## config.mk

```make
export PLATFORM = sky130hd
export DESIGN_NAME = clsd_display
export DESIGN_NICKNAME = d
export VERILOG_FILES = /design/src/logic/clsd_pkg.sv /design/src/logic/clsd_sync3.sv /design/src/logic/clsd_timebase.sv /design/src/logic/clsd_display.sv
export VERILOG_INCLUDE_DIRS = /design/src /design/src/logic
export SDC_FILE = /design/constraint.sdc
export NUM_CORES = 1
export LEC_CHECK = 0
export BUFFER_PORTS_ARGS = -buffer_cell sky130_fd_sc_hd__buf_2
export CORE_ASPECT_RATIO = 0.7
export CORE_MARGIN = 2
export CORE_UTILIZATION = 50
export CTS_BUF_LIST = sky130_fd_sc_hd__clkbuf_16
export DETAILED_ROUTE_END_ITERATION = 10
export GPL_ROUTABILITY_DRIVEN = 0
export PLACE_DENSITY = 0.77
export REMOVE_ABC_BUFFERS = 1
export SKIP_LAST_GASP = 1
export SLEW_MARGIN = 20
export SYNTH_ARGS = -nofsm -noshare
export SYNTH_HDL_FRONTEND = slang
export SYNTH_SLANG_ARGS = --single-unit
export TNS_END_PERCENT = 5
```

## constraint.sdc

```tcl
create_clock -name clk_sys -period 1.8 [get_ports clk_sys]
set_input_delay 0.27 -clock clk_sys [delete_from_list [all_inputs] [get_ports clk_sys]]
set_output_delay 0.27 -clock clk_sys [all_outputs]
set_load 0.02 [all_outputs]
```

## src/logic/clsd_cfg.svh

```systemverilog
// constants for the curtain status display block
`ifndef CLSD_CFG_SVH
`define CLSD_CFG_SVH

`define CLSD_ADDR_W 8
`define CLSD_DATA_W 32

`define CLSD_OFF_CTRL 8'h00
`define CLSD_OFF_STATUS 8'h04
`define CLSD_OFF_IRQ_STAT 8'h08
`define CLSD_OFF_IRQ_EN 8'h0c
`define CLSD_OFF_IRQ_CLR 8'h10

`define CLSD_CTRL_LAMPTEST 0
`define CLSD_CTRL_RESET 1'h0
`define CLSD_IRQ_EN_RESET 4'h0

`define CLSD_EV_CHANNEL 0
`define CLSD_EV_CHANGEOVER 1
`define CLSD_EV_ERROR 2
`define CLSD_EV_TEACHFAIL 3
`define CLSD_EV_W 4

`define CLSD_CLK_KHZ 125000
`define CLSD_TICK_MS 50
`define CLSD_PHASE_TICKS 5'h14
`define CLSD_HALF_1HZ_TICKS 5'h0a
`define CLSD_SHORT_TICKS 5'h01
`define CLSD_BURST_TICKS 3'h4

`endif

```

## src/logic/clsd_pkg.sv

```systemverilog
// types shared by the curtain status display block
package clsd_pkg;

	typedef enum logic [1:0] {
		RI_OFF = 2'h0,
		RI_RELEASED = 2'h1,
		RI_BLOCKED = 2'h2
	} clsd_interlock_t;

	typedef struct packed {
		logic powerGood;
		logic safetySwitchOutputOn;
		logic weakSignal;
		logic extError;
		logic intError;
		clsd_interlock_t restartInterlock;
		logic fieldClear;
		logic linkedEnable;
		logic upstreamOpen;
		logic upstreamChange;
		logic changeTwoFlashes;
		logic teachOk;
		logic teachBusy;
		logic teachFail;
		logic mutingActive;
		logic mutingRestartReq;
		logic mutingOverride;
	} clsd_state_t;

	typedef struct packed {
		logic red1;
		logic green1;
		logic yellow2;
		logic blue3;
	} clsd_leds_t;

	typedef enum logic [2:0] {
		PAT_OFF = 3'h0,
		PAT_ON = 3'h1,
		PAT_1HZ = 3'h2,
		PAT_10HZ = 3'h3,
		PAT_SHORT = 3'h4
	} clsd_pattern_t;

	typedef enum logic [3:0] {
		BST_IDLE = 4'h1,
		BST_ON1 = 4'h2,
		BST_GAP = 4'h4,
		BST_ON2 = 4'h8
	} clsd_burst_t;

endpackage

```

## src/logic/clsd_sync3.sv

```systemverilog
// three-stage synchroniser for the supply pin levels
`timescale 1ns/1ns
`default_nettype none
module clsd_sync3 (
	input wire logic clk_sys,
	input wire logic rstn,
	input wire logic [1:0] pinIn,
	output logic [1:0] pinOut
);
	logic [1:0] s1_q, s2_q, s3_q, out_q;
	logic [1:0] out_d;

	always_comb begin
		out_d = out_q;
		// accept a level only once the last two stages agree
		for (int i = 0; i < 2; i++) begin
			if (s2_q[i] == s3_q[i]) begin
				out_d[i] = s3_q[i];
			end
		end
	end

	always_ff @(posedge clk_sys or negedge rstn) begin
		if (!rstn) begin
			s1_q <= 2'h0;
			s2_q <= 2'h0;
			s3_q <= 2'h0;
			out_q <= 2'h0;
		end else begin
			s1_q <= pinIn;
			s2_q <= s1_q;
			s3_q <= s2_q;
			out_q <= out_d;
		end
	end

	assign pinOut = out_q;
endmodule
`default_nettype wire

```

## src/logic/clsd_timebase.sv

```systemverilog
// shared blink timebase: 50 ms ticks and a one-second phase
`timescale 1ns/1ns
`default_nettype none
`include "clsd_cfg.svh"
module clsd_timebase #(
	parameter int TICK_CYC = `CLSD_TICK_MS * `CLSD_CLK_KHZ
) (
	input wire logic clk_sys,
	input wire logic rstn,
	output logic tick,
	output logic [4:0] phase
);
	logic [31:0] cnt_q, cnt_d;
	logic [4:0] phase_q, phase_d;
	logic tick_q, tick_d;

	always_comb begin
		cnt_d = cnt_q + 32'h1;
		phase_d = phase_q;
		tick_d = 1'b0;
		if (cnt_q >= 32'(TICK_CYC - 1)) begin
			cnt_d = 32'h0;
			tick_d = 1'b1;
			phase_d = (phase_q == `CLSD_PHASE_TICKS - 5'h1) ? 5'h0
				: phase_q + 5'h1;
		end
	end

	always_ff @(posedge clk_sys or negedge rstn) begin
		if (!rstn) begin
			cnt_q <= 32'h0;
			phase_q <= 5'h0;
			tick_q <= 1'b0;
		end else begin
			cnt_q <= cnt_d;
			phase_q <= phase_d;
			tick_q <= tick_d;
		end
	end

	assign tick = tick_q;
	assign phase = phase_q;
endmodule
`default_nettype wire

```

## src/logic/clsd_display.sv

```systemverilog
// curtain receiver status display: three leds and channel select
//
// Operation
// [RULE1] supply A high, B low selects channel one; reversed selects two.
// [RULE2] safety outputs on: led one steady green, 1 Hz green if signal weak.
// [RULE3] led one red steady outputs off, 1 Hz external, 10 Hz internal error.
// [RULE4] led two dark: interlock off, released, or blocked with field interrupted.
// [RULE5] led two steady yellow: interlock blocked, field clear, linked sensor enables.
// [RULE6] led two blinks yellow while the upstream safety circuit is open.
// [RULE7] upstream changeover gives a yellow burst of one or two flashes.
// [RULE8] led three dark when no blanking or muting function is active.
// [RULE9] led three steady blue once blanking parameters are taught correctly.
// [RULE10] led three blinks blue at 1 Hz while muting is active.
// [RULE11] short blue flashes: teaching, muting restart needed, muting override.
// [RULE12] led three blinks blue at 10 Hz when teaching failed.
// [RULE13] all blink rates come from one timebase so equal rates stay in phase.
// [RULE14] errors outrank operational indications; led one dark when unpowered.
`timescale 1ns/1ns
`default_nettype none
`include "clsd_cfg.svh"
module clsd_display import clsd_pkg::*; #(
	parameter int TICK_CYC = `CLSD_TICK_MS * `CLSD_CLK_KHZ
) (
	input wire logic clk_sys,
	input wire logic rstn,
	input wire clsd_state_t devState,
	input wire logic supplyPinA,
	input wire logic supplyPinB,
	input wire logic [7:0] regAddr,
	input wire logic [31:0] regWdata,
	input wire logic regWr,
	input wire logic regRd,
	output logic [31:0] regRdata,
	output clsd_leds_t leds,
	output logic opticalChannelOne,
	output logic opticalChannelTwo,
	output logic irq
);

	function automatic logic patLevel(input clsd_pattern_t p,
		input logic [4:0] ph);
		case (p)
			PAT_OFF: patLevel = 1'b0;
			PAT_ON: patLevel = 1'b1;
			PAT_1HZ: patLevel = (ph < `CLSD_HALF_1HZ_TICKS);
			PAT_10HZ: patLevel = ~ph[0];
			PAT_SHORT: patLevel = (ph < `CLSD_SHORT_TICKS);
			default: patLevel = 1'b0;
		endcase
	endfunction

	function automatic logic isAddr(input logic [7:0] a,
		input logic [7:0] off);
		isAddr = (a == off);
	endfunction

	logic tick;
	logic [4:0] phase;
	logic [1:0] supplySync;

	// one timebase for every led keeps equal rates in phase [RULE13]
	clsd_timebase #(
		.TICK_CYC(TICK_CYC)
	) u_timebase (
		.clk_sys(clk_sys),
		.rstn(rstn),
		.tick(tick),
		.phase(phase)
	);

	// pins are asynchronous; glitches under two cycles never reach a channel
	clsd_sync3 u_sync (
		.clk_sys(clk_sys),
		.rstn(rstn),
		.pinIn({supplyPinB, supplyPinA}),
		.pinOut(supplySync)
	);

	// channel select
	// equal pin levels select neither channel
	logic chanOne_q, chanOne_d, chanTwo_q, chanTwo_d;

	always_comb begin
		chanOne_d = supplySync[0] & ~supplySync[1]; // [RULE1]
		chanTwo_d = ~supplySync[0] & supplySync[1]; // [RULE1]
	end

	always_ff @(posedge clk_sys or negedge rstn) begin
		if (!rstn) begin
			chanOne_q <= 1'b0;
			chanTwo_q <= 1'b0;
		end else begin
			chanOne_q <= chanOne_d;
			chanTwo_q <= chanTwo_d;
		end
	end

	// changeover burst; each step lasts a fixed number of ticks
	clsd_burst_t bst_q, bst_d;
	logic [2:0] bstCnt_q, bstCnt_d;
	logic bstTwo_q, bstTwo_d;
	logic stepDone;

	always_comb begin
		bst_d = bst_q;
		bstCnt_d = bstCnt_q;
		bstTwo_d = bstTwo_q;
		stepDone = tick && (bstCnt_q == `CLSD_BURST_TICKS - 3'h1);
		if (tick) begin
			bstCnt_d = stepDone ? 3'h0 : bstCnt_q + 3'h1;
		end
		case (bst_q)
			BST_IDLE: begin
				bstCnt_d = 3'h0;
			end
			BST_ON1: begin
				if (stepDone) begin
					bst_d = bstTwo_q ? BST_GAP : BST_IDLE; // [RULE7]
				end
			end
			BST_GAP: begin
				if (stepDone) begin
					bst_d = BST_ON2;
				end
			end
			BST_ON2: begin
				if (stepDone) begin
					bst_d = BST_IDLE;
				end
			end
			default: begin
				bst_d = BST_IDLE;
			end
		endcase
		// a new changeover restarts the burst from its first flash
		if (devState.upstreamChange) begin
			bst_d = BST_ON1; // [RULE7]
			bstCnt_d = 3'h0;
			bstTwo_d = devState.changeTwoFlashes;
		end
	end

	always_ff @(posedge clk_sys or negedge rstn) begin
		if (!rstn) begin
			bst_q <= BST_IDLE;
			bstCnt_q <= 3'h0;
			bstTwo_q <= 1'b0;
		end else begin
			bst_q <= bst_d;
			bstCnt_q <= bstCnt_d;
			bstTwo_q <= bstTwo_d;
		end
	end

	// led pattern selection
	clsd_pattern_t redPat, greenPat, yellowPat, bluePat;
	logic burstLit;

	always_comb begin
		redPat = PAT_OFF;
		greenPat = PAT_OFF;
		yellowPat = PAT_OFF;
		bluePat = PAT_OFF;
		burstLit = (bst_q == BST_ON1) || (bst_q == BST_ON2);
		if (!devState.powerGood) begin
			redPat = PAT_OFF; // [RULE14]
		end else if (devState.intError) begin
			redPat = PAT_10HZ; // [RULE3] [RULE14]
		end else if (devState.extError) begin
			redPat = PAT_1HZ; // [RULE3] [RULE14]
		end else if (devState.safetySwitchOutputOn) begin
			greenPat = devState.weakSignal ? PAT_1HZ : PAT_ON; // [RULE2]
		end else begin
			redPat = PAT_ON; // [RULE3]
		end
		if (bst_q != BST_IDLE) begin
			yellowPat = burstLit ? PAT_ON : PAT_OFF; // [RULE7]
		end else if (devState.upstreamOpen) begin
			yellowPat = PAT_1HZ; // [RULE6]
		end else if (devState.restartInterlock == RI_BLOCKED
			&& devState.fieldClear && devState.linkedEnable) begin
			yellowPat = PAT_ON; // [RULE5]
		end else begin
			yellowPat = PAT_OFF; // [RULE4]
		end
		if (devState.teachFail) begin
			bluePat = PAT_10HZ; // [RULE12] [RULE14]
		end else if (devState.teachBusy || devState.mutingRestartReq
			|| devState.mutingOverride) begin
			bluePat = PAT_SHORT; // [RULE11]
		end else if (devState.mutingActive) begin
			bluePat = PAT_1HZ; // [RULE10]
		end else if (devState.teachOk) begin
			bluePat = PAT_ON; // [RULE9]
		end else begin
			bluePat = PAT_OFF; // [RULE8]
		end
	end

	// register file
	logic lampTest_q, lampTest_d;
	logic [3:0] irqEn_q, irqEn_d, irqStat_q, irqStat_d;
	logic [31:0] rdata_q, rdata_d;
	logic irq_q, irq_d;
	logic errPrev_q, errPrev_d, failPrev_q, failPrev_d;
	logic [3:0] events;
	clsd_leds_t leds_q, leds_d;

	always_comb begin
		leds_d.red1 = patLevel(redPat, phase);
		leds_d.green1 = patLevel(greenPat, phase);
		leds_d.yellow2 = patLevel(yellowPat, phase);
		leds_d.blue3 = patLevel(bluePat, phase);
		// lamp test lights everything while the device has power
		if (lampTest_q && devState.powerGood) begin
			leds_d = 4'hf;
		end
	end

	// leds leave straight from flops, so no decode glitch reaches a pin
	always_ff @(posedge clk_sys or negedge rstn) begin
		if (!rstn) begin
			leds_q <= 4'h0;
		end else begin
			leds_q <= leds_d;
		end
	end

	// level memories for the rising-edge events; an error already
	// present at reset release still counts as a rise
	always_comb begin
		errPrev_d = devState.intError | devState.extError;
		failPrev_d = devState.teachFail;
	end

	always_ff @(posedge clk_sys or negedge rstn) begin
		if (!rstn) begin
			errPrev_q <= 1'b0;
			failPrev_q <= 1'b0;
		end else begin
			errPrev_q <= errPrev_d;
			failPrev_q <= failPrev_d;
		end
	end

	always_comb begin
		events = 4'h0;
		events[`CLSD_EV_CHANNEL] = (chanOne_d != chanOne_q)
			|| (chanTwo_d != chanTwo_q);
		events[`CLSD_EV_CHANGEOVER] = devState.upstreamChange;
		events[`CLSD_EV_ERROR] = errPrev_d & ~errPrev_q;
		events[`CLSD_EV_TEACHFAIL] = failPrev_d & ~failPrev_q;
		lampTest_d = lampTest_q;
		irqEn_d = irqEn_q;
		irqStat_d = irqStat_q;
		if (regWr && isAddr(regAddr, `CLSD_OFF_CTRL)) begin
			lampTest_d = regWdata[`CLSD_CTRL_LAMPTEST];
		end
		if (regWr && isAddr(regAddr, `CLSD_OFF_IRQ_EN)) begin
			irqEn_d = regWdata[3:0];
		end
		if (regWr && isAddr(regAddr, `CLSD_OFF_IRQ_CLR)) begin
			irqStat_d = irqStat_q & ~regWdata[3:0];
		end
		// set after clear so a same-cycle event is never lost
		irqStat_d = irqStat_d | events;
		irq_d = |(irqStat_d & irqEn_d);
		rdata_d = 32'h0;
		if (regRd) begin
			case (regAddr)
				`CLSD_OFF_CTRL: rdata_d = {31'h0, lampTest_q};
				`CLSD_OFF_STATUS: rdata_d = {21'h0, bst_q != BST_IDLE,
					chanTwo_q, chanOne_q, 4'h0, leds_q};
				`CLSD_OFF_IRQ_STAT: rdata_d = {28'h0, irqStat_q};
				`CLSD_OFF_IRQ_EN: rdata_d = {28'h0, irqEn_q};
				default: rdata_d = 32'h0;
			endcase
		end
	end

	always_ff @(posedge clk_sys or negedge rstn) begin
		if (!rstn) begin
			lampTest_q <= `CLSD_CTRL_RESET;
			irqEn_q <= `CLSD_IRQ_EN_RESET;
			irqStat_q <= 4'h0;
			rdata_q <= 32'h0;
			irq_q <= 1'b0;
		end else begin
			lampTest_q <= lampTest_d;
			irqEn_q <= irqEn_d;
			irqStat_q <= irqStat_d;
			rdata_q <= rdata_d;
			irq_q <= irq_d;
		end
	end

	assign regRdata = rdata_q;
	assign leds = leds_q;
	assign opticalChannelOne = chanOne_q;
	assign opticalChannelTwo = chanTwo_q;
	assign irq = irq_q;
endmodule
`default_nettype wire

```

==> flow_metrics.py, run 1 <==
metrics = {
    "outcome": {
        "outcome": "completed",
    },
    "logic_synthesis": {
        "ys_types": 55,
        "ys_warn_count": 0,
        "ys_seq_area_share_pct": 52.8,
        "ys.flop_type": "dfrtp_1",
        "syn_area_per_cell_um2": 11.0,
        "synth_edf_count": 0,
        "syn_area_um2": 3750,
        "synth_top_area_share_pct": 52.1,
        "synth_top_area_cell": "dfrtp_1",
        "yosysMostFrequentCell": "dfrtp_1",
        "synth_area_leaders": "dfrtp_1 (52%), buf_4 (5.0%), nor2_1 (3.9%)",
        "synthArstFlopShare_pct": 100,
        "synth_seq_cells": 79,
        "netlist_instances": 342,
        "ys_top_cells_by_count": "dfrtp_1 (78), nor2_1 (39), buf_4 (25)",
    },
    "setup_path": {
        "required_ps": 2020,
        "start_kind": "flip-flop",
        "path_max_fanout": 9,
        "end_kind": "flip-flop",
        "worst_r2r_path_depth": 5,
        "path_class": "reg2reg",
        "r2r-start": "u_timebase.cnt_q[1]$_DFF_PN0_",
        "r2r_slack_ps": 140,
        "rr_endpoint": "u_timebase.phase[0]$_DFFE_PN0N_",
        "crit_arrival_ps": 1880,
    },
    "global_routing": {
        "grt_pass1_wl_mm": 11.4,
        "use_met3_pct": 4.11,
        "grt_overflow_total": 0,
        "grt_pass1_vias": 2461,
        "top_usage_layer": "met2",
        "grt_start_max_net_pins": 40,
        "met2_usage_pct": 26.1,
        "grt_use_met1_pct": 25.7,
        "grt_antenna_before_repair": 0,
        "grt_use_total_pct": 18.1,
    },
    "power_and_ir_drop": {
        "p_int_mw": 3.32,
        "vdd_drop_max_mv": 0.571,
        "p_leak_nw": 2.10,
        "p_switching_mw": 1.31,
        "sequentialPowerShare_pct": 44.6,
        "pwr-share-clk_pct": 40.4,
        "p_sw_share_pct": 28.3,
        "p_per_area_nw_per_um2": 1050,
        "p_comb_share_pct": 15.0,
    },
    "floorplan": {
        "start_util_pct": 51.5,
        "die_h_um": 76.5,
        "core_um2": 7290,
        "dieArea_um2": 8220,
        "dieWidth_um": 108,
        "io_pins": 103,
        "rows": 26,
    },
    "clock_network": {
        "clk-insertion-delay-late_ps": 330,
        "cts_num_sinks": 79,
        "cts_root_buf": "clkbuf_16",
        "cts_buffers": 9,
        "clk_pin_slew_ps": 60,
        "clock_path_buffers": 2,
        "ctsHtreeMaxLevel": 3,
        "cts_tree": "yes",
    },
    "route": {
        "via_count": 2576,
        "finalWirelength_mm": 6.88,
        "vias_per_cell": 5.00,
        "drtIter0Drc": 85,
        "wire_per_inst_um": 13.3,
        "drtAntennaViolNets": 0,
        "first_pass_iters": 4,
        "drc": 0,
    },
    "hold_path": {
        "hold_class": "in2reg",
        "min_to": "u_sync.s1_q[0]$_DFF_PN0_",
        "worstHoldStart": "supplyPinA",
        "holdPathStages": 1,
    },
    "timing": {
        "max_clock_freq_mhz": 603,
        "finalSetupViolations": 0,
        "maxSlewViolCount": 0,
        "fin_skew_ps": 6.38,
        "min_period_ps": 1660,
        "setup_tns_ps": 0,
        "rsz0062_at_grt": "false",
        "hold_viol": 0,
        "fin_crit_sh_pct": 92.2,
    },
    "flow_run": {
        "drv_cap": 0,
    },
    "final_layout": {
        "layout.cells.non_filler": 515,
        "syn_to_final_growth_pct": 17.6,
        "num-nets-final": 479,
        "fillCellCount": 579,
        "drive_gt1_share_pct": 22.8,
        "diodes": 0,
    },
    "place": {
        "dp.cells": 497,
        "portBuffers": 49,
        "dp_hpwl_mm": 4.91,
    },
}
## stage by stage
| stage | area [µm²] | setup slack, ps | hold WS [ps] | utilization [%] | total power, mW |
|---|---|---|---|---|---|
| floorplan | 3640 | 110 | -25.6 | - | 2.53 |
| global placement | 4080 | 132 | 270 | 56.0 | 2.75 |
| detailed placement | 4080 | 114 | 280 | 56.0 | 2.78 |
| CTS | 4400 | 96.8 | 19.9 | 60.4 | 4.67 |
| global route | 4410 | 4.58 | 29.2 | 60.5 | 4.86 |
| finish | 4410 | 141 | 37.0 | 60.5 | 4.63 |
## cells by family after synthesis
kind of cell | count (synthesis) | synth area share (%)
and+or+nand+nor | 143 | 22.1
xor gates and xnor gates | 23 | 5.37
buffers and inverters | 42 | 7.14
AOI/OAI and AO/OA | 37 | 7.17
other | 1 | 0.100
muxes | 12 | 3.80
adders and majority gates | 5 | 1.53
DFF | 79 | 52.8
## cell usage in the layout, fill, tap and decap left out, types with 3 or more instances in the layout
cell        n
a211oi_1    3
a21oi_1    10
a31oi_1     3
and2_1      4
and2b_1     4
and3_1     11
and3b_1     3
buf_2      48
buf_4       8
clkbuf_16   9
conb_1     34
dfrtp_1    78
inv_1      10
mux2_2      4
mux2i_1     6
nand2_1    22
nand3_1    13
nand4_1     8
nand4b_1    3
nor2_1     39
nor2b_1     7
nor3_1      8
nor4_1      5
nor4_4      3
o21ai_0     6
xnor2_1     8
xor2_1     15
## power by group through the flow
| stage | clock network (mW) | registers [mW] | logic (mW) |
|---|---|---|---|
| floorplan | 0 | 2.09 | 0.441 |
| global placement | 0 | 2.09 | 0.666 |
| detailed placement | 0 | 2.09 | 0.691 |
| CTS | 1.91 | 2.06 | 0.700 |
| global route | 2.00 | 2.08 | 0.780 |
| finish | 1.87 | 2.07 | 0.695 |
## worst max-delay path, cell delays in order, from the launching register on
cell and delay (ps):
dfrtp_1 400, ha_2 260, nand3_1 130, nand4_1 140
a41o_4 280, mux2_2 350
## repair_timing
item                                   CTS  global route
hold buffers                             1             0
setup buffers                            0             1
gates resized for setup                  0             1
setup endpoints to repair                0            12
endpoints found under the hold margin   35             0
## metal layers
| metal | routed length, µm | vias up |
|---|---|---|
| met5 | 0 | - |
| met4 | 112 | 0 |
| met3 | 362 | 11 |
| met2 | 2990 | 70 |
| met1 | 3410 | 1226 |
| li1 | - | 1269 |
## worst max-delay path by stage
stage / from / endpoint / cells past startpoint
after floorplan: u_timebase.cnt_q[0]$_DFF_PN0_ / u_timebase.phase[0]$_DFFE_PN0N_ / 5
after detailed placement: u_timebase.cnt_q[1]$_DFF_PN0_ / u_timebase.phase[0]$_DFFE_PN0N_ / 5
after CTS: u_timebase.cnt_q[1]$_DFF_PN0_ / u_timebase.phase[0]$_DFFE_PN0N_ / 5
after global routing: u_timebase.cnt_q[1]$_DFF_PN0_ / u_timebase.cnt_q[20]$_DFF_PN0_ / 7
final: u_timebase.cnt_q[1]$_DFF_PN0_ / u_timebase.phase[0]$_DFFE_PN0N_ / 5
after global placement: u_timebase.cnt_q[1]$_DFF_PN0_ / u_timebase.phase[0]$_DFFE_PN0N_ / 5
## flip-flops by register name (all words and copies together) (netlist names), 2 cells and up
name and flops:
irqEn_q 4, u_sync.s3_q 2, irqStat_q 4, u_sync.s1_q 2
bst_q 4, u_sync.s2_q 2, u_timebase.phase 5, leds 4
bstCnt_q 3, u_sync.pinOut 2, regRdata 7, u_timebase.cnt_q 32
## cell type report
class / count / area (µm²) / share of cell area [%]
Sequential cell: 79 / 1980 / 44.9
Multi-Input combinational cell: 254 / 1630 / 37.0
Timing Repair Buffer: 58 / 330 / 7.49
Clock buffer: 9 / 225 / 5.11
Tap cell: 98 / 123 / 2.78
Clock inverter: 7 / 85.1 / 1.93
Inverter: 10 / 37.5 / 0.851
(Power assumes the default switching activity.)
==> run 2: changes to the inputs <==
--- a/config.mk
+++ b/config.mk
@@ -10,7 +10,6 @@
 export CORE_ASPECT_RATIO = 0.7
 export CORE_MARGIN = 2
 export CORE_UTILIZATION = 50
-export CTS_BUF_LIST = sky130_fd_sc_hd__clkbuf_16
 export DETAILED_ROUTE_END_ITERATION = 10
 export GPL_ROUTABILITY_DRIVEN = 0
 export PLACE_DENSITY = 0.77
==> flow_metrics.py, run 2 (same netlist as run 1, synthesis figures left out) <==
metrics = {
    "global_routing": {
        "grt_antenna_before_repair": 0,
        "grt_use_met1_pct": 25.3,
        "top_usage_layer": "met2",
        "grt_pass1_vias": 2401,
        "grt_pass1_wl_mm": 11.2,
        "met2_usage_pct": 25.6,
        "grt_use_total_pct": 17.6,
        "grt_start_max_net_pins": 40,
        "grt_overflow_total": 0,
        "use_met3_pct": 5.13,
    },
    "setup_path": {
        "critical_path.cell_chain": "ha_2 > nand2_1 > nor4_4 > buf_4 > nand4_1 > xor2_1 > nor2_1",
        "required_ps": 2040,
        "endpoint": "u_timebase.cnt_q[22]$_DFF_PN0_",
        "end_kind": "flip-flop",
        "crit_start": "u_timebase.cnt_q[1]$_DFF_PN0_",
        "r2r-start": "u_timebase.cnt_q[1]$_DFF_PN0_",
        "crit_arrival_ps": 1910,
        "start_kind": "flip-flop",
        "r2r_slack_ps": 130,
        "path_max_fanout": 5,
        "critPathSlowestCell": "dfrtp_1",
        "worst_r2r_path_depth": 7,
        "path_class": "reg2reg",
        "slowest_delay_ps": 400,
        "rr_endpoint": "u_timebase.cnt_q[22]$_DFF_PN0_",
    },
    "clock_network": {
        "cts_buffers": 9,
        "cts_num_sinks": 79,
        "ctsHtreeMaxLevel": 3,
        "clk-insertion-delay-late_ps": 350,
        "clk_pin_slew_ps": 90,
        "cts_root_buf": "clkbuf_8",
        "cts_tree": "yes",
        "clock_path_buffers": 2,
    },
    "timing": {
        "min_period_ps": 1670,
        "tightest_slew_ps": 506,
        "hold_viol": 0,
        "fin_skew_ps": 9.93,
        "fin_crit_sh_pct": 92.7,
        "finalSetupViolations": 0,
        "relSlewSlack_pct": 66.3,
        "setup_tns_ps": 0,
        "max_clock_freq_mhz": 599,
        "maxSlewViolCount": 0,
    },
    "route": {
        "finalWirelength_mm": 6.87,
        "drtIter0Drc": 112,
        "first_pass_iters": 4,
        "vias_per_cell": 4.99,
        "drtAntennaViolNets": 0,
        "via_count": 2582,
        "drc": 0,
        "wire_per_inst_um": 13.3,
    },
    "final_layout": {
        "fin_area_um2": 4330,
        "top_register": "u_timebase.cnt_q",
        "num-nets-final": 481,
        "diodes": 0,
        "final_common_cell": "dfrtp_1",
        "drive_gt1_share_pct": 22.7,
        "syn_to_final_growth_pct": 15.4,
        "layout_common_cells": "dfrtp_1 (78), buf_2 (48), nor2_1 (39), conb_1 (34), nand2_1 (22)",
        "fillCellCount": 595,
        "final_util_pct": 59.4,
        "largest_register_ffs": 32,
    },
    "power_and_ir_drop": {
        "vdd_drop_max_mv": 0.472,
        "p_per_area_nw_per_um2": 953,
        "p_leak_nw": 2.07,
    },
    "floorplan": {
        "dieWidth_um": 108,
        "rows": 26,
        "dieArea_um2": 8220,
        "io_pins": 103,
        "die_h_um": 76.5,
        "core_um2": 7290,
        "start_util_pct": 51.5,
    },
    "place": {
        "portBuffers": 49,
        "dp_hpwl_mm": 4.91,
        "post_dp_cell_area_um2": 4080,
    },
    "hold_path": {
        "hold_class": "in2reg",
    },
    "outcome": {
        "outcome": "completed",
    },
    "flow_run": {
        "drv_cap": 0,
    },
}
## run 2: changes by cell type in the layout (fill, tap and decap cells not counted), sizes merged
| cell | before | now |
|---|---|---|
| dlygate4sd3 | 1 | 3 |
## run 2: layout make-up
cell class	instances	area, µm²	share of cell area, %
clock buffer	9	124	2.86
clock inverter	7	85.1	1.97
inverter	10	37.5	0.867
multi-input combinational	254	1630	37.7
sequential	79	1980	45.7
tap	98	123	2.83
timing repair buffer	60	350	8.09
## run 2: repair_timing
| item | in CTS | in global routing |
|---|---|---|
| buffers inserted | 0 | 1 |
| hold endpoints to repair | 37 | 0 |
| setup endpoints to repair | 0 | 18 |
| gates resized for setup | 0 | 1 |
| hold buffers | 3 | 0 |
## run 2: per-layer routing
metal / up-vias / wire [µm]
li1: 1273 / -
met1: 1241 / 3490
met2: 64 / 3010
met3: 4 / 333
met4: 0 / 46
met5: - / 0
## run 2: report_power, final
group	internal (mW)	leakage, nW	total [mW]	switching, mW
clock network	0.669	0.100	1.37	0.704
registers	1.92	0.996	2.06	0.143
logic	0.301	0.970	0.694	0.393
## run 2: worst max-delay path: cells and delay by family, from the launching register on
kind / cells / cell delay [ps]
and+or+nand+nor: 4 / 550
DFF: 1 / 400
adders and majority gates: 1 / 250
buffers and inverters: 1 / 180
xor gates and xnor gates: 1 / 170
## run 2: worst min path at each step
stage                     start                             end  slack, ps  depth (start not counted)
floorplan                  rstn         bstCnt_q[0]$_DFFE_PN0P_        -30                          0
global placement           rstn   u_timebase.cnt_q[8]$_DFF_PN0_        270                          1
detailed placement         rstn  u_timebase.cnt_q[16]$_DFF_PN0_        280                          1
CTS                 devState[3]            failPrev_q$_DFF_PN0_         70                          1
global route        devState[3]            failPrev_q$_DFF_PN0_         60                          1
finish              devState[3]            failPrev_q$_DFF_PN0_         90                          1
## run 2: through the flow
stage / power, mW / setup slack [ps] / hold WS (ps) / cells
floorplan: 2.53 / 110 / -25.6 / 343
global route: 4.36 / -15.8 / 56.4 / 517
finish: 4.13 / 131 / 85.7 / 517
CTS: 4.16 / 74.6 / 66.0 / 516
global placement: 2.75 / 132 / 270 / 497
detailed placement: 2.78 / 114 / 280 / 497
==> run 3: changes to the inputs <==
--- a/config.mk
+++ b/config.mk
@@ -12,6 +12,7 @@
 export CORE_UTILIZATION = 50
 export DETAILED_ROUTE_END_ITERATION = 10
 export GPL_ROUTABILITY_DRIVEN = 0
+export MAX_ROUTING_LAYER = met4
 export PLACE_DENSITY = 0.77
 export REMOVE_ABC_BUFFERS = 1
 export SKIP_LAST_GASP = 1
==> flow_metrics.py, run 3 (same netlist as run 1, synthesis figures left out) <==
metrics = {
    "setup_path": {
        "required_ps": 2040,
        "slowest_delay_ps": 400,
        "critPathSlowestCell": "dfrtp_1",
        "start_kind": "flip-flop",
        "end_kind": "flip-flop",
        "r2r_slack_ps": 110,
        "path_buf_inv": 1,
        "critPathTopFamily": "simple AND/OR/NAND/NOR gates",
        "path_class": "reg2reg",
        "critical_path.cell_chain": "ha_2 > nand2_1 > nor4_4 > buf_4 > nand4_1 > xor2_1 > nor2_1",
        "crit_arrival_ps": 1920,
        "path_max_fanout": 5,
    },
    "final_layout": {
        "num-nets-final": 481,
        "layout.cells.non_filler": 517,
        "top_register": "u_timebase.cnt_q",
        "fin_area_um2": 4330,
        "largest_register_ffs": 32,
        "diodes": 0,
        "final_common_cell": "dfrtp_1",
        "drive_gt1_share_pct": 22.7,
        "syn_to_final_growth_pct": 15.4,
        "final_util_pct": 59.4,
        "layout_common_cells": "dfrtp_1 (78), buf_2 (48), nor2_1 (39), conb_1 (34), nand2_1 (22)",
    },
    "clock_network": {
        "clk_pin_slew_ps": 90,
        "clk-insertion-delay-late_ps": 350,
        "cts_buffers": 9,
        "cts_root_buf": "clkbuf_8",
        "cts_num_sinks": 79,
        "ctsHtreeMaxLevel": 3,
        "clock_path_buffers": 2,
        "cts_tree": "yes",
    },
    "flow_run": {
        "drv_cap": 0,
    },
    "timing": {
        "maxSlewViolCount": 0,
        "fin_skew_ps": 9.39,
        "max_clock_freq_mhz": 593,
        "setup_tns_ps": 0,
        "setup_ws_ps": 114,
        "fin_crit_sh_pct": 93.7,
        "hold_ws_ps": 86.7,
        "min_period_ps": 1690,
        "finalSetupViolations": 0,
        "hold_viol": 0,
    },
    "floorplan": {
        "start_util_pct": 51.5,
        "io_pins": 103,
        "core_um2": 7290,
        "dieArea_um2": 8220,
        "rows": 26,
        "dieWidth_um": 108,
        "die_h_um": 76.5,
    },
    "place": {
        "portBuffers": 49,
        "place_ws_ps": 114,
        "dp_hpwl_mm": 4.91,
        "dp.cells": 497,
        "post_dp_cell_area_um2": 4080,
    },
    "global_routing": {
        "grt_overflow_total": 0,
        "met2_usage_pct": 25.6,
        "use_met3_pct": 4.88,
        "grt_antenna_before_repair": 0,
        "grt_use_met1_pct": 25.3,
        "grt_use_total_pct": 18.0,
        "grt_pass1_vias": 2405,
        "grt_start_max_net_pins": 40,
        "top_usage_layer": "met2",
        "grt_pass1_wl_mm": 11.2,
    },
    "power_and_ir_drop": {
        "vdd_drop_max_mv": 0.471,
        "finalPower_mw": 4.12,
        "p_leak_nw": 2.07,
        "p_per_area_nw_per_um2": 953,
    },
    "route": {
        "finalWirelength_mm": 6.86,
        "wire_per_inst_um": 13.3,
        "drtIter0Drc": 114,
        "vias_per_cell": 4.99,
        "first_pass_iters": 5,
        "via_count": 2580,
        "drtAntennaViolNets": 0,
        "drc": 0,
    },
    "outcome": {
        "outcome": "completed",
    },
    "hold_path": {
        "hold_class": "in2reg",
    },
}
-- run 3: cell counts in the layout (fill, tap and decap cells not counted) --
No cell type changed its count.
-- run 3: worst register-to-register path: cells and delay by family (launching register included) --
family	cells	cell delay, ps
XOR/XNOR	1	180
buffers and inverters	1	180
adder cells (fa/ha/maj)	1	250
AND/OR/NAND/NOR	4	550
flip-flops	1	400
-- run 3: what timing repair did --
action,in CTS,in global routing
endpoints found under the hold margin,37,0
hold buffers,3,0
setup buffers,0,1
setup endpoints to repair,0,18
gates resized for setup,0,1
-- run 3: metal layers --
metal	vias up	wire length (µm)
met5	-	0
met4	0	45
met3	4	374
met2	65	3030
met1	1239	3410
li1	1272	-
-- run 3: final timing paths --
kind                                               start                        endpoint  depth (start not counted)
max                        u_timebase.cnt_q[1]$_DFF_PN0_  u_timebase.cnt_q[22]$_DFF_PN0_                          7
min                                          devState[3]            failPrev_q$_DFF_PN0_                          1
max reg2reg                u_timebase.cnt_q[1]$_DFF_PN0_  u_timebase.cnt_q[22]$_DFF_PN0_                          7
min reg2reg                     u_sync.s1_q[1]$_DFF_PN0_        u_sync.s2_q[1]$_DFF_PN0_                          0
max in group asynchronous                           rstn    u_sync.pinOut[1]$_DFFE_PN0N_                          3
min in group asynchronous                           rstn   u_timebase.cnt_q[8]$_DFF_PN0_                          2
-- run 3: layout make-up --
cell class	count	area, µm²
inverters	10	37.5
repair buffers	60	350
fillers	595	2960
well taps	98	123
clock buffers	9	124
clock inverters	7	85.1
multi-input cells	254	1630
flip-flops and latches	79	1980
-- run 3: power by group --
| group | switching [mW] | internal (mW) |
|---|---|---|
| registers | 0.144 | 1.92 |
| clock network | 0.703 | 0.669 |
| logic | 0.390 | 0.301 |
